<file path="src/common/tmd_pkg.sv">
// Constants shared by the transport move decoder and its register modules
package tmd_pkg;
    // Instruction word layout
    localparam int INSTR_W = 16;
    localparam int FMT_BIT = 15;
    localparam int DST_LSB = 8;
    localparam int DST_MSB = 14;
    localparam int SRC_MSB = 7;
    // Module specifiers decoded inside the core
    localparam logic [3:0] MOD_ALU = 4'hA;
    localparam logic [3:0] MOD_PFX = 4'hB;
    localparam logic [3:0] MOD_BR = 4'hC;
    localparam logic [3:0] MOD_PTR = 4'hF;
    // Pointer module indices; at 0 to 5, 8 and 9 an even index steps up, an odd one steps down
    localparam logic [4:0] P_DP0_INC = 5'h00;
    localparam logic [4:0] P_DP0_DEC = 5'h01;
    localparam logic [4:0] P_DP1_INC = 5'h02;
    localparam logic [4:0] P_DP1_DEC = 5'h03;
    localparam logic [4:0] P_FP_INC = 5'h04;
    localparam logic [4:0] P_FP_DEC = 5'h05;
    localparam logic [4:0] P_CP_INC = 5'h08;
    localparam logic [4:0] P_CP_DEC = 5'h09;
    localparam logic [4:0] P_DP0 = 5'h10;
    localparam logic [4:0] P_DP1 = 5'h11;
    localparam logic [4:0] P_BP = 5'h12;
    localparam logic [4:0] P_FRAME_INDEX = 5'h13;
    localparam logic [4:0] P_CP = 5'h14;
    // Accumulator module indices
    localparam logic [4:0] A_ACC = 5'h00;
    localparam logic [4:0] A_ADD = 5'h01;
    localparam logic [4:0] A_SUB = 5'h02;
    localparam logic [4:0] A_AND = 5'h03;
    localparam logic [4:0] A_OR = 5'h04;
    localparam logic [4:0] A_XOR = 5'h05;
    localparam logic [4:0] A_FLAGS = 5'h08;
    // Branch module index
    localparam logic [4:0] B_JUMP = 5'h00;
    // Reset values
    localparam logic [15:0] PTR_RST = 16'h0000;
    localparam logic [7:0] FRAME_INDEX_RST = 8'h00;
    localparam logic [15:0] ACC_RST = 16'h0000;
    localparam logic [7:0] PFX_RST = 8'h00;
    localparam logic [2:0] PFX_IDX_RST = 3'h0;
endpackage

</file>
<file path="src/rtl/tmd_decoder.sv">
// Top decode of single-word moves, prefix handling and internal register modules
//
// Operation
// - Each instruction is one 16-bit word: format bit, destination, source.
// - Format bit zero makes the source field an 8-bit immediate.
// - Format bit one reads the operand from the named source register.
// - Source low nibble picks module, high nibble picks register index.
// - Seven-bit destination: low nibble module, upper three bits subindex.
// - Any of sixteen registers of a module is a source in one instruction.
// - Upper 24 destinations need prefix-supplied address bits.
// - Upper destination writes cost one extra prefix cycle.
// - Read-only registers sit at locations 8 to 15 and are never written.
// - Moves to or from special locations trigger arithmetic, logic or branch.
// - Decode and execution of a move complete within one clock.
// - Any register moves anywhere, and combines with the accumulator.
// - Two independent 16-bit data pointers plus a frame pointer.
// - Pointers step after reads and before writes, up or down.
// - Frame address is base plus index; stepping changes only the index.
// - Code pointer reads program memory as data, stepping after each read.
// - Prefix clears one cycle after being written.
// - Registers 16 to 31 need a prefix for both read and write.
// - Void destination stores nothing but source side effects still happen.
`timescale 1ns/1ps
module tmd_decoder (
    // Clock and reset
    input wire logic sys_clk,
    input wire logic rst_n,
    // Instruction from the fetch unit
    input wire logic [15:0] instr_word,
    input wire logic instr_valid,
    // Branch request to the fetch unit
    output logic jump_r,
    output logic [15:0] jump_addr_r,
    // Source read from external register modules
    output logic ext_src_rd,
    output logic [3:0] ext_src_mod,
    output logic [4:0] ext_src_idx,
    input wire logic [15:0] ext_src_data,
    input wire logic ext_src_hit,
    // Destination write to external register modules
    output logic ext_wr_r,
    output logic [3:0] ext_wr_mod_r,
    output logic [4:0] ext_wr_idx_r,
    output logic [15:0] ext_wr_data_r,
    // Data memory
    output logic [15:0] dmem_raddr,
    output logic dmem_rd,
    input wire logic [15:0] dmem_rdata,
    output logic [15:0] dmem_waddr,
    output logic dmem_wr,
    output logic [15:0] dmem_wdata,
    // Program memory read as data
    output logic [15:0] cmem_addr,
    output logic cmem_rd,
    input wire logic [15:0] cmem_rdata,
    // Status
    output logic pfx_active
);
    // Destination extension register
    logic [7:0] pfx_data_r, pfx_data_nxt;
    logic [2:0] pfx_idx_r, pfx_idx_nxt;
    logic ext_wr_nxt;
    logic [3:0] ext_wr_mod_nxt;
    logic [4:0] ext_wr_idx_nxt;
    logic [15:0] ext_wr_data_nxt;
    logic jump_nxt;
    logic [15:0] jump_addr_nxt;

    // Decoded fields
    logic fmt;
    logic [7:0] src_field;
    logic [6:0] dst_field;
    logic [3:0] src_mod, dst_mod;
    logic [4:0] src_idx, dst_idx;
    logic rd_go;
    logic [15:0] src_val, operand, void_src;
    logic alu_rd_hit, ptr_rd_hit;
    logic [15:0] alu_rd_data, ptr_rd_data;
    logic alu_wr, ptr_wr, pfx_wr, br_wr, dst_ext;
    logic alu_src, ptr_src;

    // Split the word into its three fields
    always_comb begin
        fmt = instr_word[tmd_pkg::FMT_BIT];
        src_field = instr_word[tmd_pkg::SRC_MSB:0];
        dst_field = instr_word[tmd_pkg::DST_MSB:tmd_pkg::DST_LSB];
        src_mod = src_field[3:0];
        src_idx = {pfx_idx_r[2], src_field[7:4]};
        dst_mod = dst_field[3:0];
        dst_idx = {pfx_idx_r[1:0], dst_field[6:4]};
    end

    // Source selection settles within the cycle
    always_comb begin
        rd_go = instr_valid && fmt;
        alu_src = src_mod == tmd_pkg::MOD_ALU;
        ptr_src = src_mod == tmd_pkg::MOD_PTR;
        ext_src_rd = rd_go && !alu_src && !ptr_src && src_mod != tmd_pkg::MOD_PFX;
        ext_src_mod = src_mod;
        ext_src_idx = src_idx;
        // An empty source slot yields the prefix byte over zero
        void_src = {pfx_data_r, 8'h00};
        if (alu_src) begin
            src_val = alu_rd_hit ? alu_rd_data : void_src;
        end else if (ptr_src) begin
            src_val = ptr_rd_hit ? ptr_rd_data : void_src;
        end else if (src_mod == tmd_pkg::MOD_PFX) begin
            src_val = {8'h00, pfx_data_r};
        end else begin
            src_val = ext_src_hit ? ext_src_data : void_src;
        end
        // Immediate takes the prefix byte as high half
        operand = fmt ? src_val : {pfx_data_r, src_field};
    end

    // Destination routing
    always_comb begin
        pfx_wr = instr_valid && dst_mod == tmd_pkg::MOD_PFX;
        alu_wr = instr_valid && dst_mod == tmd_pkg::MOD_ALU;
        ptr_wr = instr_valid && dst_mod == tmd_pkg::MOD_PTR;
        br_wr = instr_valid && dst_mod == tmd_pkg::MOD_BR;
        dst_ext = !(dst_mod == tmd_pkg::MOD_PFX || dst_mod == tmd_pkg::MOD_ALU
                    || dst_mod == tmd_pkg::MOD_PTR || dst_mod == tmd_pkg::MOD_BR);
    end

    // Prefix lives one cycle after its write
    always_comb begin
        pfx_data_nxt = tmd_pkg::PFX_RST;
        pfx_idx_nxt = tmd_pkg::PFX_IDX_RST;
        if (pfx_wr) begin
            pfx_data_nxt = operand[7:0];
            pfx_idx_nxt = dst_field[6:4];
        end
        pfx_active = (pfx_data_r != 8'h00) || (pfx_idx_r != 3'h0);
    end

    // Prefix register
    always_ff @(posedge sys_clk) begin
        if (!rst_n) begin
            pfx_data_r <= tmd_pkg::PFX_RST;
            pfx_idx_r <= tmd_pkg::PFX_IDX_RST;
        end else begin
            pfx_data_r <= pfx_data_nxt;
            pfx_idx_r <= pfx_idx_nxt;
        end
    end

    // External write and branch requests, sent from flops
    always_comb begin
        ext_wr_nxt = instr_valid && dst_ext;
        ext_wr_mod_nxt = dst_mod;
        ext_wr_idx_nxt = dst_idx;
        ext_wr_data_nxt = operand;
        jump_nxt = br_wr && dst_idx == tmd_pkg::B_JUMP;
        jump_addr_nxt = operand;
        // Hold data when idle to keep the write bus quiet
        if (!ext_wr_nxt) begin
            ext_wr_mod_nxt = ext_wr_mod_r;
            ext_wr_idx_nxt = ext_wr_idx_r;
            ext_wr_data_nxt = ext_wr_data_r;
        end
        if (!jump_nxt) begin
            jump_addr_nxt = jump_addr_r;
        end
    end

    // Output registers
    always_ff @(posedge sys_clk) begin
        if (!rst_n) begin
            ext_wr_r <= 1'b0;
            ext_wr_mod_r <= 4'h0;
            ext_wr_idx_r <= 5'h00;
            ext_wr_data_r <= 16'h0000;
            jump_r <= 1'b0;
            jump_addr_r <= 16'h0000;
        end else begin
            ext_wr_r <= ext_wr_nxt;
            ext_wr_mod_r <= ext_wr_mod_nxt;
            ext_wr_idx_r <= ext_wr_idx_nxt;
            ext_wr_data_r <= ext_wr_data_nxt;
            jump_r <= jump_nxt;
            jump_addr_r <= jump_addr_nxt;
        end
    end

    // Accumulator module
    tmd_alu u_alu (
        .sys_clk(sys_clk),
        .rst_n(rst_n),
        .wr_en(alu_wr),
        .wr_idx(dst_idx),
        .wr_data(operand),
        .rd_idx(src_idx),
        .rd_data(alu_rd_data),
        .rd_hit(alu_rd_hit)
    );

    // Pointer module; source steps whatever the destination, unless the move also writes the same pointer
    tmd_pointer_unit u_ptr (
        .sys_clk(sys_clk),
        .rst_n(rst_n),
        .rd_en(rd_go && ptr_src),
        .rd_idx(src_idx),
        .wr_en(ptr_wr),
        .wr_idx(dst_idx),
        .wr_data(operand),
        .rd_data(ptr_rd_data),
        .rd_hit(ptr_rd_hit),
        .dmem_raddr(dmem_raddr),
        .dmem_rd(dmem_rd),
        .dmem_rdata(dmem_rdata),
        .dmem_waddr(dmem_waddr),
        .dmem_wr(dmem_wr),
        .dmem_wdata(dmem_wdata),
        .cmem_addr(cmem_addr),
        .cmem_rd(cmem_rd),
        .cmem_rdata(cmem_rdata)
    );
endmodule

</file>
<file path="src/rtl/tmd_alu.sv">
// Accumulator module: moves into its locations trigger arithmetic and logic
`timescale 1ns/1ps
module tmd_alu (
    // Clock and reset
    input wire logic sys_clk,
    input wire logic rst_n,
    // Write side
    input wire logic wr_en,
    input wire logic [4:0] wr_idx,
    input wire logic [15:0] wr_data,
    // Read side
    input wire logic [4:0] rd_idx,
    output logic [15:0] rd_data,
    output logic rd_hit
);
    logic [15:0] acc_r, acc_nxt;
    logic carry_r, carry_nxt;
    logic [16:0] sum;
    logic [16:0] diff;

    // Operation selected by the destination location
    always_comb begin
        sum = {1'b0, acc_r} + {1'b0, wr_data};
        diff = {1'b0, acc_r} - {1'b0, wr_data};
        acc_nxt = acc_r;
        carry_nxt = carry_r;
        if (wr_en) begin
            case (wr_idx)
                tmd_pkg::A_ACC: acc_nxt = wr_data;
                tmd_pkg::A_ADD: begin
                    acc_nxt = sum[15:0];
                    carry_nxt = sum[16];
                end
                tmd_pkg::A_SUB: begin
                    acc_nxt = diff[15:0];
                    carry_nxt = diff[16];
                end
                tmd_pkg::A_AND: acc_nxt = acc_r & wr_data;
                tmd_pkg::A_OR: acc_nxt = acc_r | wr_data;
                tmd_pkg::A_XOR: acc_nxt = acc_r ^ wr_data;
                default: ; // Undefined location stores nothing
            endcase
        end
        rd_hit = 1'b1;
        case (rd_idx)
            tmd_pkg::A_ACC: rd_data = acc_r;
            tmd_pkg::A_FLAGS: rd_data = {14'h0000, carry_r, acc_r == 16'h0000};
            default: begin
                rd_data = 16'h0000;
                rd_hit = 1'b0;
            end
        endcase
    end

    // State registers
    always_ff @(posedge sys_clk) begin
        if (!rst_n) begin
            acc_r <= tmd_pkg::ACC_RST;
            carry_r <= 1'b0;
        end else begin
            acc_r <= acc_nxt;
            carry_r <= carry_nxt;
        end
    end
endmodule

</file>
<file path="src/rtl/tmd_pointer_unit.sv">
// Data, frame and code pointers with automatic stepping on memory access
`timescale 1ns/1ps
module tmd_pointer_unit (
    // Clock and reset
    input wire logic sys_clk,
    input wire logic rst_n,
    // Register access from the decoder
    input wire logic rd_en,
    input wire logic [4:0] rd_idx,
    input wire logic wr_en,
    input wire logic [4:0] wr_idx,
    input wire logic [15:0] wr_data,
    output logic [15:0] rd_data,
    output logic rd_hit,
    // Data memory, async read port and clocked write port
    output logic [15:0] dmem_raddr,
    output logic dmem_rd,
    input wire logic [15:0] dmem_rdata,
    output logic [15:0] dmem_waddr,
    output logic dmem_wr,
    output logic [15:0] dmem_wdata,
    // Program memory read as data
    output logic [15:0] cmem_addr,
    output logic cmem_rd,
    input wire logic [15:0] cmem_rdata
);
    logic [15:0] dp0_r, dp0_nxt, dp1_r, dp1_nxt, bp_r, bp_nxt, cp_r, cp_nxt;
    logic [7:0] frame_index_r, frame_index_nxt, frame_index_wr;

    function automatic logic [15:0] step(input logic [15:0] v, input logic dec);
        step = dec ? v - 16'h0001 : v + 16'h0001;
    endfunction

    // Reads step after the access, writes step before it
    always_comb begin
        dp0_nxt = dp0_r;
        dp1_nxt = dp1_r;
        bp_nxt = bp_r;
        cp_nxt = cp_r;
        frame_index_nxt = frame_index_r;
        frame_index_wr = wr_idx[0] ? frame_index_r - 8'h01 : frame_index_r + 8'h01;
        rd_data = 16'h0000;
        rd_hit = rd_en;
        dmem_rd = 1'b0;
        dmem_raddr = dp0_r;
        dmem_wr = 1'b0;
        dmem_waddr = dp0_r;
        dmem_wdata = wr_data;
        cmem_addr = cp_r;
        cmem_rd = 1'b0;
        // Source side effects happen even for a void destination
        if (rd_en) begin
            case (rd_idx)
                tmd_pkg::P_DP0_INC, tmd_pkg::P_DP0_DEC: begin
                    dmem_rd = 1'b1;
                    rd_data = dmem_rdata;
                    dp0_nxt = step(dp0_r, rd_idx[0]);
                end
                tmd_pkg::P_DP1_INC, tmd_pkg::P_DP1_DEC: begin
                    dmem_rd = 1'b1;
                    dmem_raddr = dp1_r;
                    rd_data = dmem_rdata;
                    dp1_nxt = step(dp1_r, rd_idx[0]);
                end
                tmd_pkg::P_FP_INC, tmd_pkg::P_FP_DEC: begin
                    dmem_rd = 1'b1;
                    dmem_raddr = bp_r + {8'h00, frame_index_r};
                    rd_data = dmem_rdata;
                    frame_index_nxt = rd_idx[0] ? frame_index_r - 8'h01 : frame_index_r + 8'h01;
                end
                tmd_pkg::P_CP_INC, tmd_pkg::P_CP_DEC: begin
                    cmem_rd = 1'b1;
                    rd_data = cmem_rdata;
                    cp_nxt = step(cp_r, rd_idx[0]);
                end
                tmd_pkg::P_DP0: rd_data = dp0_r;
                tmd_pkg::P_DP1: rd_data = dp1_r;
                tmd_pkg::P_BP: rd_data = bp_r;
                tmd_pkg::P_FRAME_INDEX: rd_data = {8'h00, frame_index_r};
                tmd_pkg::P_CP: rd_data = cp_r;
                default: rd_hit = 1'b0;
            endcase
        end
        // A write to the same pointer in one move wins over the read step
        if (wr_en) begin
            case (wr_idx)
                tmd_pkg::P_DP0_INC, tmd_pkg::P_DP0_DEC: begin
                    dp0_nxt = step(dp0_r, wr_idx[0]);
                    dmem_wr = 1'b1;
                    dmem_waddr = step(dp0_r, wr_idx[0]);
                end
                tmd_pkg::P_DP1_INC, tmd_pkg::P_DP1_DEC: begin
                    dp1_nxt = step(dp1_r, wr_idx[0]);
                    dmem_wr = 1'b1;
                    dmem_waddr = step(dp1_r, wr_idx[0]);
                end
                tmd_pkg::P_FP_INC, tmd_pkg::P_FP_DEC: begin
                    frame_index_nxt = frame_index_wr;
                    dmem_wr = 1'b1;
                    dmem_waddr = bp_r + {8'h00, frame_index_wr};
                end
                tmd_pkg::P_DP0: dp0_nxt = wr_data;
                tmd_pkg::P_DP1: dp1_nxt = wr_data;
                tmd_pkg::P_BP: bp_nxt = wr_data;
                tmd_pkg::P_FRAME_INDEX: frame_index_nxt = wr_data[7:0];
                tmd_pkg::P_CP: cp_nxt = wr_data;
                default: ; // Void and read-only slots store nothing
            endcase
        end
    end

    // Pointer registers
    always_ff @(posedge sys_clk) begin
        if (!rst_n) begin
            dp0_r <= tmd_pkg::PTR_RST;
            dp1_r <= tmd_pkg::PTR_RST;
            bp_r <= tmd_pkg::PTR_RST;
            cp_r <= tmd_pkg::PTR_RST;
            frame_index_r <= tmd_pkg::FRAME_INDEX_RST;
        end else begin
            dp0_r <= dp0_nxt;
            dp1_r <= dp1_nxt;
            bp_r <= bp_nxt;
            cp_r <= cp_nxt;
            frame_index_r <= frame_index_nxt;
        end
    end
endmodule

</file>
<file path="config.mk">
export PLATFORM = sky130hd
export DESIGN_NAME = tmd_decoder
export DESIGN_NICKNAME = d
export VERILOG_FILES = /design/src/common/tmd_pkg.sv /design/src/rtl/tmd_decoder.sv /design/src/rtl/tmd_alu.sv /design/src/rtl/tmd_pointer_unit.sv
export SDC_FILE = /design/constraint.sdc
export NUM_CORES = 1
export LEC_CHECK = 0
export BUFFER_PORTS_ARGS = -buffer_cell sky130_fd_sc_hd__buf_2
export CAP_MARGIN = 20
export CORE_ASPECT_RATIO = 1.4
export CORE_MARGIN = 2
export CORE_UTILIZATION = 55
export DETAILED_ROUTE_END_ITERATION = 7
export PLACE_DENSITY = 0.75
export SLEW_MARGIN = 20
export SYNTH_ARGS = -nofsm -noshare
export SYNTH_HDL_FRONTEND = slang
export SYNTH_HIERARCHICAL = 1
export SYNTH_SLANG_ARGS = --single-unit
</file>
<file path="constraint.sdc">
create_clock -name sys_clk -period 6.8 [get_ports sys_clk]
set_input_delay 1.02 -clock sys_clk [delete_from_list [all_inputs] [get_ports sys_clk]]
set_output_delay 1.02 -clock sys_clk [all_outputs]
set_load 0.01 [all_outputs]
</file>
==> results.ini <==
[synthesis]
synthCells=2065
seq_area_frac_synth=0.191
synth.distinct_cells=97
ys_ff_latch=143
ys_warn_count=6
synth_area_sq_mm=0.0150
syn_avg_cell_area_sq_um=7.28
ys_async_sr_fraction=0
synth_nets=2228
ys.flop_type=dfxtp_1
synth_edf_count=0

[drt]
drt_iter0_drc=2108
routed_wl_microns=66200
firstDrtPassIters=8
postRouteAntennaNets=0
num_vias=17500
wl_per_cell_microns=26.3
via_per_inst=6.94
drcViolationCount=5

[sta]
min_period_over_period=0.811
relSlewSlack=0.264
setup_tns_ns=0
hold_viol=0
setup_viol_count_final=0
finClkSkew_ns=0.00957
grt_setup_unrepaired=no
final_max_slew_viol_count=0
max_freq_ghz=0.181
min_period_ns=5.51
tightest_slew_ns=1.10
fin_ws_ns=1.29

[power]
ir_drop_mv=0.190
p_leak_nw=6.86
power_density_mw_per_mm2=145

[outcome]
status=complete, but fails checks
violations=DRC

[critical_path]
start_kind=input port
worstSetupEndpointType=flop
worstPathBufferInverterCount=5
cp_max_fo=18
cp_data_required_time_ns=7.21
path_cells=buf_2, nand4_2, nor2_1, buf_4, o21ai_1, inv_1, and2_1, nand3_1, nand3_1, a21oi_2, nor2_1, buf_4, ha_1, inv_1, fa_1, nor2b_1, o2111ai_1, and3b_1, o21ai_1, a41oi_1, o32a_1, a21oi_1
cp_slowest_cell=fa_1
slowest_delay_ns=0.42
crit_family=simple AND/OR/NAND/NOR gates
crit_arrival_ns=5.92
crit_type=input port to flop

[hold_path]
hp-class=flop to flop

[global_route]
grt_pass1_vias=16300
antenna_found_initial=2
grt_remaining_overflow=0
grt_pass1_wl_microns=97400
grt_max_degree=66
grtUsageTotal=0.452

[cts]
cts.sinks=143
ctsResizeCount=0
cts_buffers=17
htree_levels=4
post_cts_buffers=0
clock_path_buffers=2
insertion_delay_ns=0.47
cts_root_buf=clkbuf_16
clkSlewWorstSetupHoldPaths_ns=0.08
cts_tree=built
hold_buffers=0

[final_layout]
finalNetCount=2301
fillers=2587
final_util=0.615
n_antenna_cell=0
syn2layout_area_growth_pct=10.2
multi_input_area_sq_mm=0.0110
register_area_sq_mm=0.00286
drive_gt1_frac=0.159

[die]
dieArea_sq_mm=0.0287
core-area_sq_mm=0.0269
initial_core_util=0.558
die_h_microns=200
die_x_microns=144
rows=71
pin_count=189

[placed_design]
gp_congestion=1.03
io_buffer_count=188
place_hpwl_microns=48500
pre_cts_ws_ns=0.984

[run]
maxCapViolCount=0

[tightest hold or removal path: cells and delay by family, from the launching register on]
family	cells	cell delay, ns
compound gates	1	0.06
flops	1	0.31
simple gates	1	0.05
[area by class of cell]
type | instances | share of cell area
Tap cell | 365 | 0.0276
Sequential cell | 143 | 0.173
Clock buffer | 17 | 0.0257
Inverter | 85 | 0.0193
Clock inverter | 15 | 0.00967
Timing Repair Buffer | 244 | 0.0823
Multi-Input combinational cell | 1647 | 0.663
[path summary, 6_finish.rpt]
path	startpoint	cells after the start	to	slack (ns)
worst min-delay path	ext_wr_idx_r[2]$_SDFFE_PN0P_	2	ext_wr_idx_r[2]$_SDFFE_PN0P_	0.47
worst max-delay path	instr_word[0]	22	u_alu/acc_r[14]$_SDFFE_PN0P_	1.29
worst min register to register	ext_wr_idx_r[2]$_SDFFE_PN0P_	2	ext_wr_idx_r[2]$_SDFFE_PN0P_	0.47
worst max register to register	pfx_idx_r[2]$_SDFF_PN0_	20	u_alu/acc_r[14]$_SDFFE_PN0P_	1.69
[layer usage]
layer / part of all wire / global-route usage
met5: 0.00023 / 0
met4: 0.094 / 0.390
met3: 0.10 / 0.0947
met2: 0.46 / 0.730
met1: 0.34 / 0.502
[where the power goes]
part           internal [mW]  total [mW]  switching (mW)
sequential             0.853       0.872          0.0191
clock                  0.495       0.985           0.490
combinational          0.183       0.545           0.363
[cell usage in the layout, fill, tap and decap left out, types with 23 or more instances in the layout]
cell / Yosys / final
ha_1: 90 / 90
xnor2_1: 62 / 62
o22ai_1: 47 / 47
a21oi_1: 131 / 131
dfxtp_1: 143 / 143
nand3_1: 93 / 93
mux2i_1: 48 / 48
buf_4: 32 / 57
nor3_1: 56 / 56
inv_1: 79 / 79
a222oi_1: 25 / 25
buf_2: 40 / 187
xor2_1: 52 / 52
nor2b_1: 50 / 50
nor2_1: 183 / 182
nand2_1: 182 / 182
o21ai_0: 124 / 124
a31oi_1: 36 / 34
a22oi_1: 67 / 67
nand2b_1: 23 / 23
[synth_stat cells, types with 6 or more instances]
cell	number	share of area
o31ai_1	16	0.0080
ha_1	90	0.075
o2111ai_1	6	0.0035
nor2_1	183	0.046
o22ai_1	47	0.020
a221oi_1	22	0.013
a211oi_1	19	0.0095
inv_1	79	0.020
a211o_1	8	0.0047
nand2b_1	23	0.0096
mux2i_1	48	0.032
xor2_1	52	0.030
o21a_1	8	0.0040
nor4_1	14	0.0058
a21boi_0	14	0.0070
dfxtp_1	143	0.19
nand3_1	93	0.031
o211a_1	6	0.0040
o21ai_0	124	0.041
or2_2	6	0.0025
buf_2	40	0.013
nand4_1	13	0.0054
buf_1	11	0.0027
a22oi_1	67	0.033
a31o_2	9	0.0052
a221o_1	13	0.0087
a22o_1	18	0.010
nand2_1	182	0.045
and3_1	14	0.0058
clkbuf_1	102	0.025
nor3_1	56	0.019
o31ai_2	6	0.0050
xnor2_1	62	0.036
or3_1	16	0.0067
buf_4	32	0.016
and2_1	12	0.0050
a21oi_1	131	0.044
a222oi_1	25	0.017
nor2b_1	50	0.021
o211ai_1	11	0.0055
a21o_1	21	0.010
a31oi_1	36	0.015
o32ai_1	15	0.0087
[cell families (layout without fill, tap and decap cells)]
kind of cell             after synthesis  in the layout  synth area share
AO/OA/AOI/OAI                        674            674             0.309
XOR/XNOR                             114            114            0.0664
adder cells (fa/ha/maj)               95             95            0.0816
buffers and inverters                275            361            0.0821
flip-flops                           143            143             0.191
multiplexers                          49             49            0.0327
AND/OR/NAND/NOR                      715            715             0.238
[per-stage QoR]
stage / cells / area, sq um / hold slack, ns / power, mW
3_5_place_dp: 2483 / 16000 / 0.458 / 1.41
6_report: 2516 / 16600 / 0.470 / 2.40
4_1_cts: 2515 / 16600 / 0.469 / 2.39
5_1_grt: 2516 / 16600 / 0.491 / 2.47
2_1_floorplan: 2065 / 15000 / 0.477 / 1.23
3_3_place_gp: 2483 / 16000 / 0.448 / 1.41
[state kept, by name (all words and copies together), names as in the netlist, 16 cells and up]
| name | cells |
|---|---|
| ext_wr_data_r | 16 |
| jump_addr_r | 16 |
| u_alu/acc_r | 16 |
| u_ptr/bp_r | 16 |
| u_ptr/cmem_addr | 16 |
| u_ptr/dp0_r | 16 |
| u_ptr/dp1_r | 16 |
Note: power is estimated with default switching activity, not from simulation.
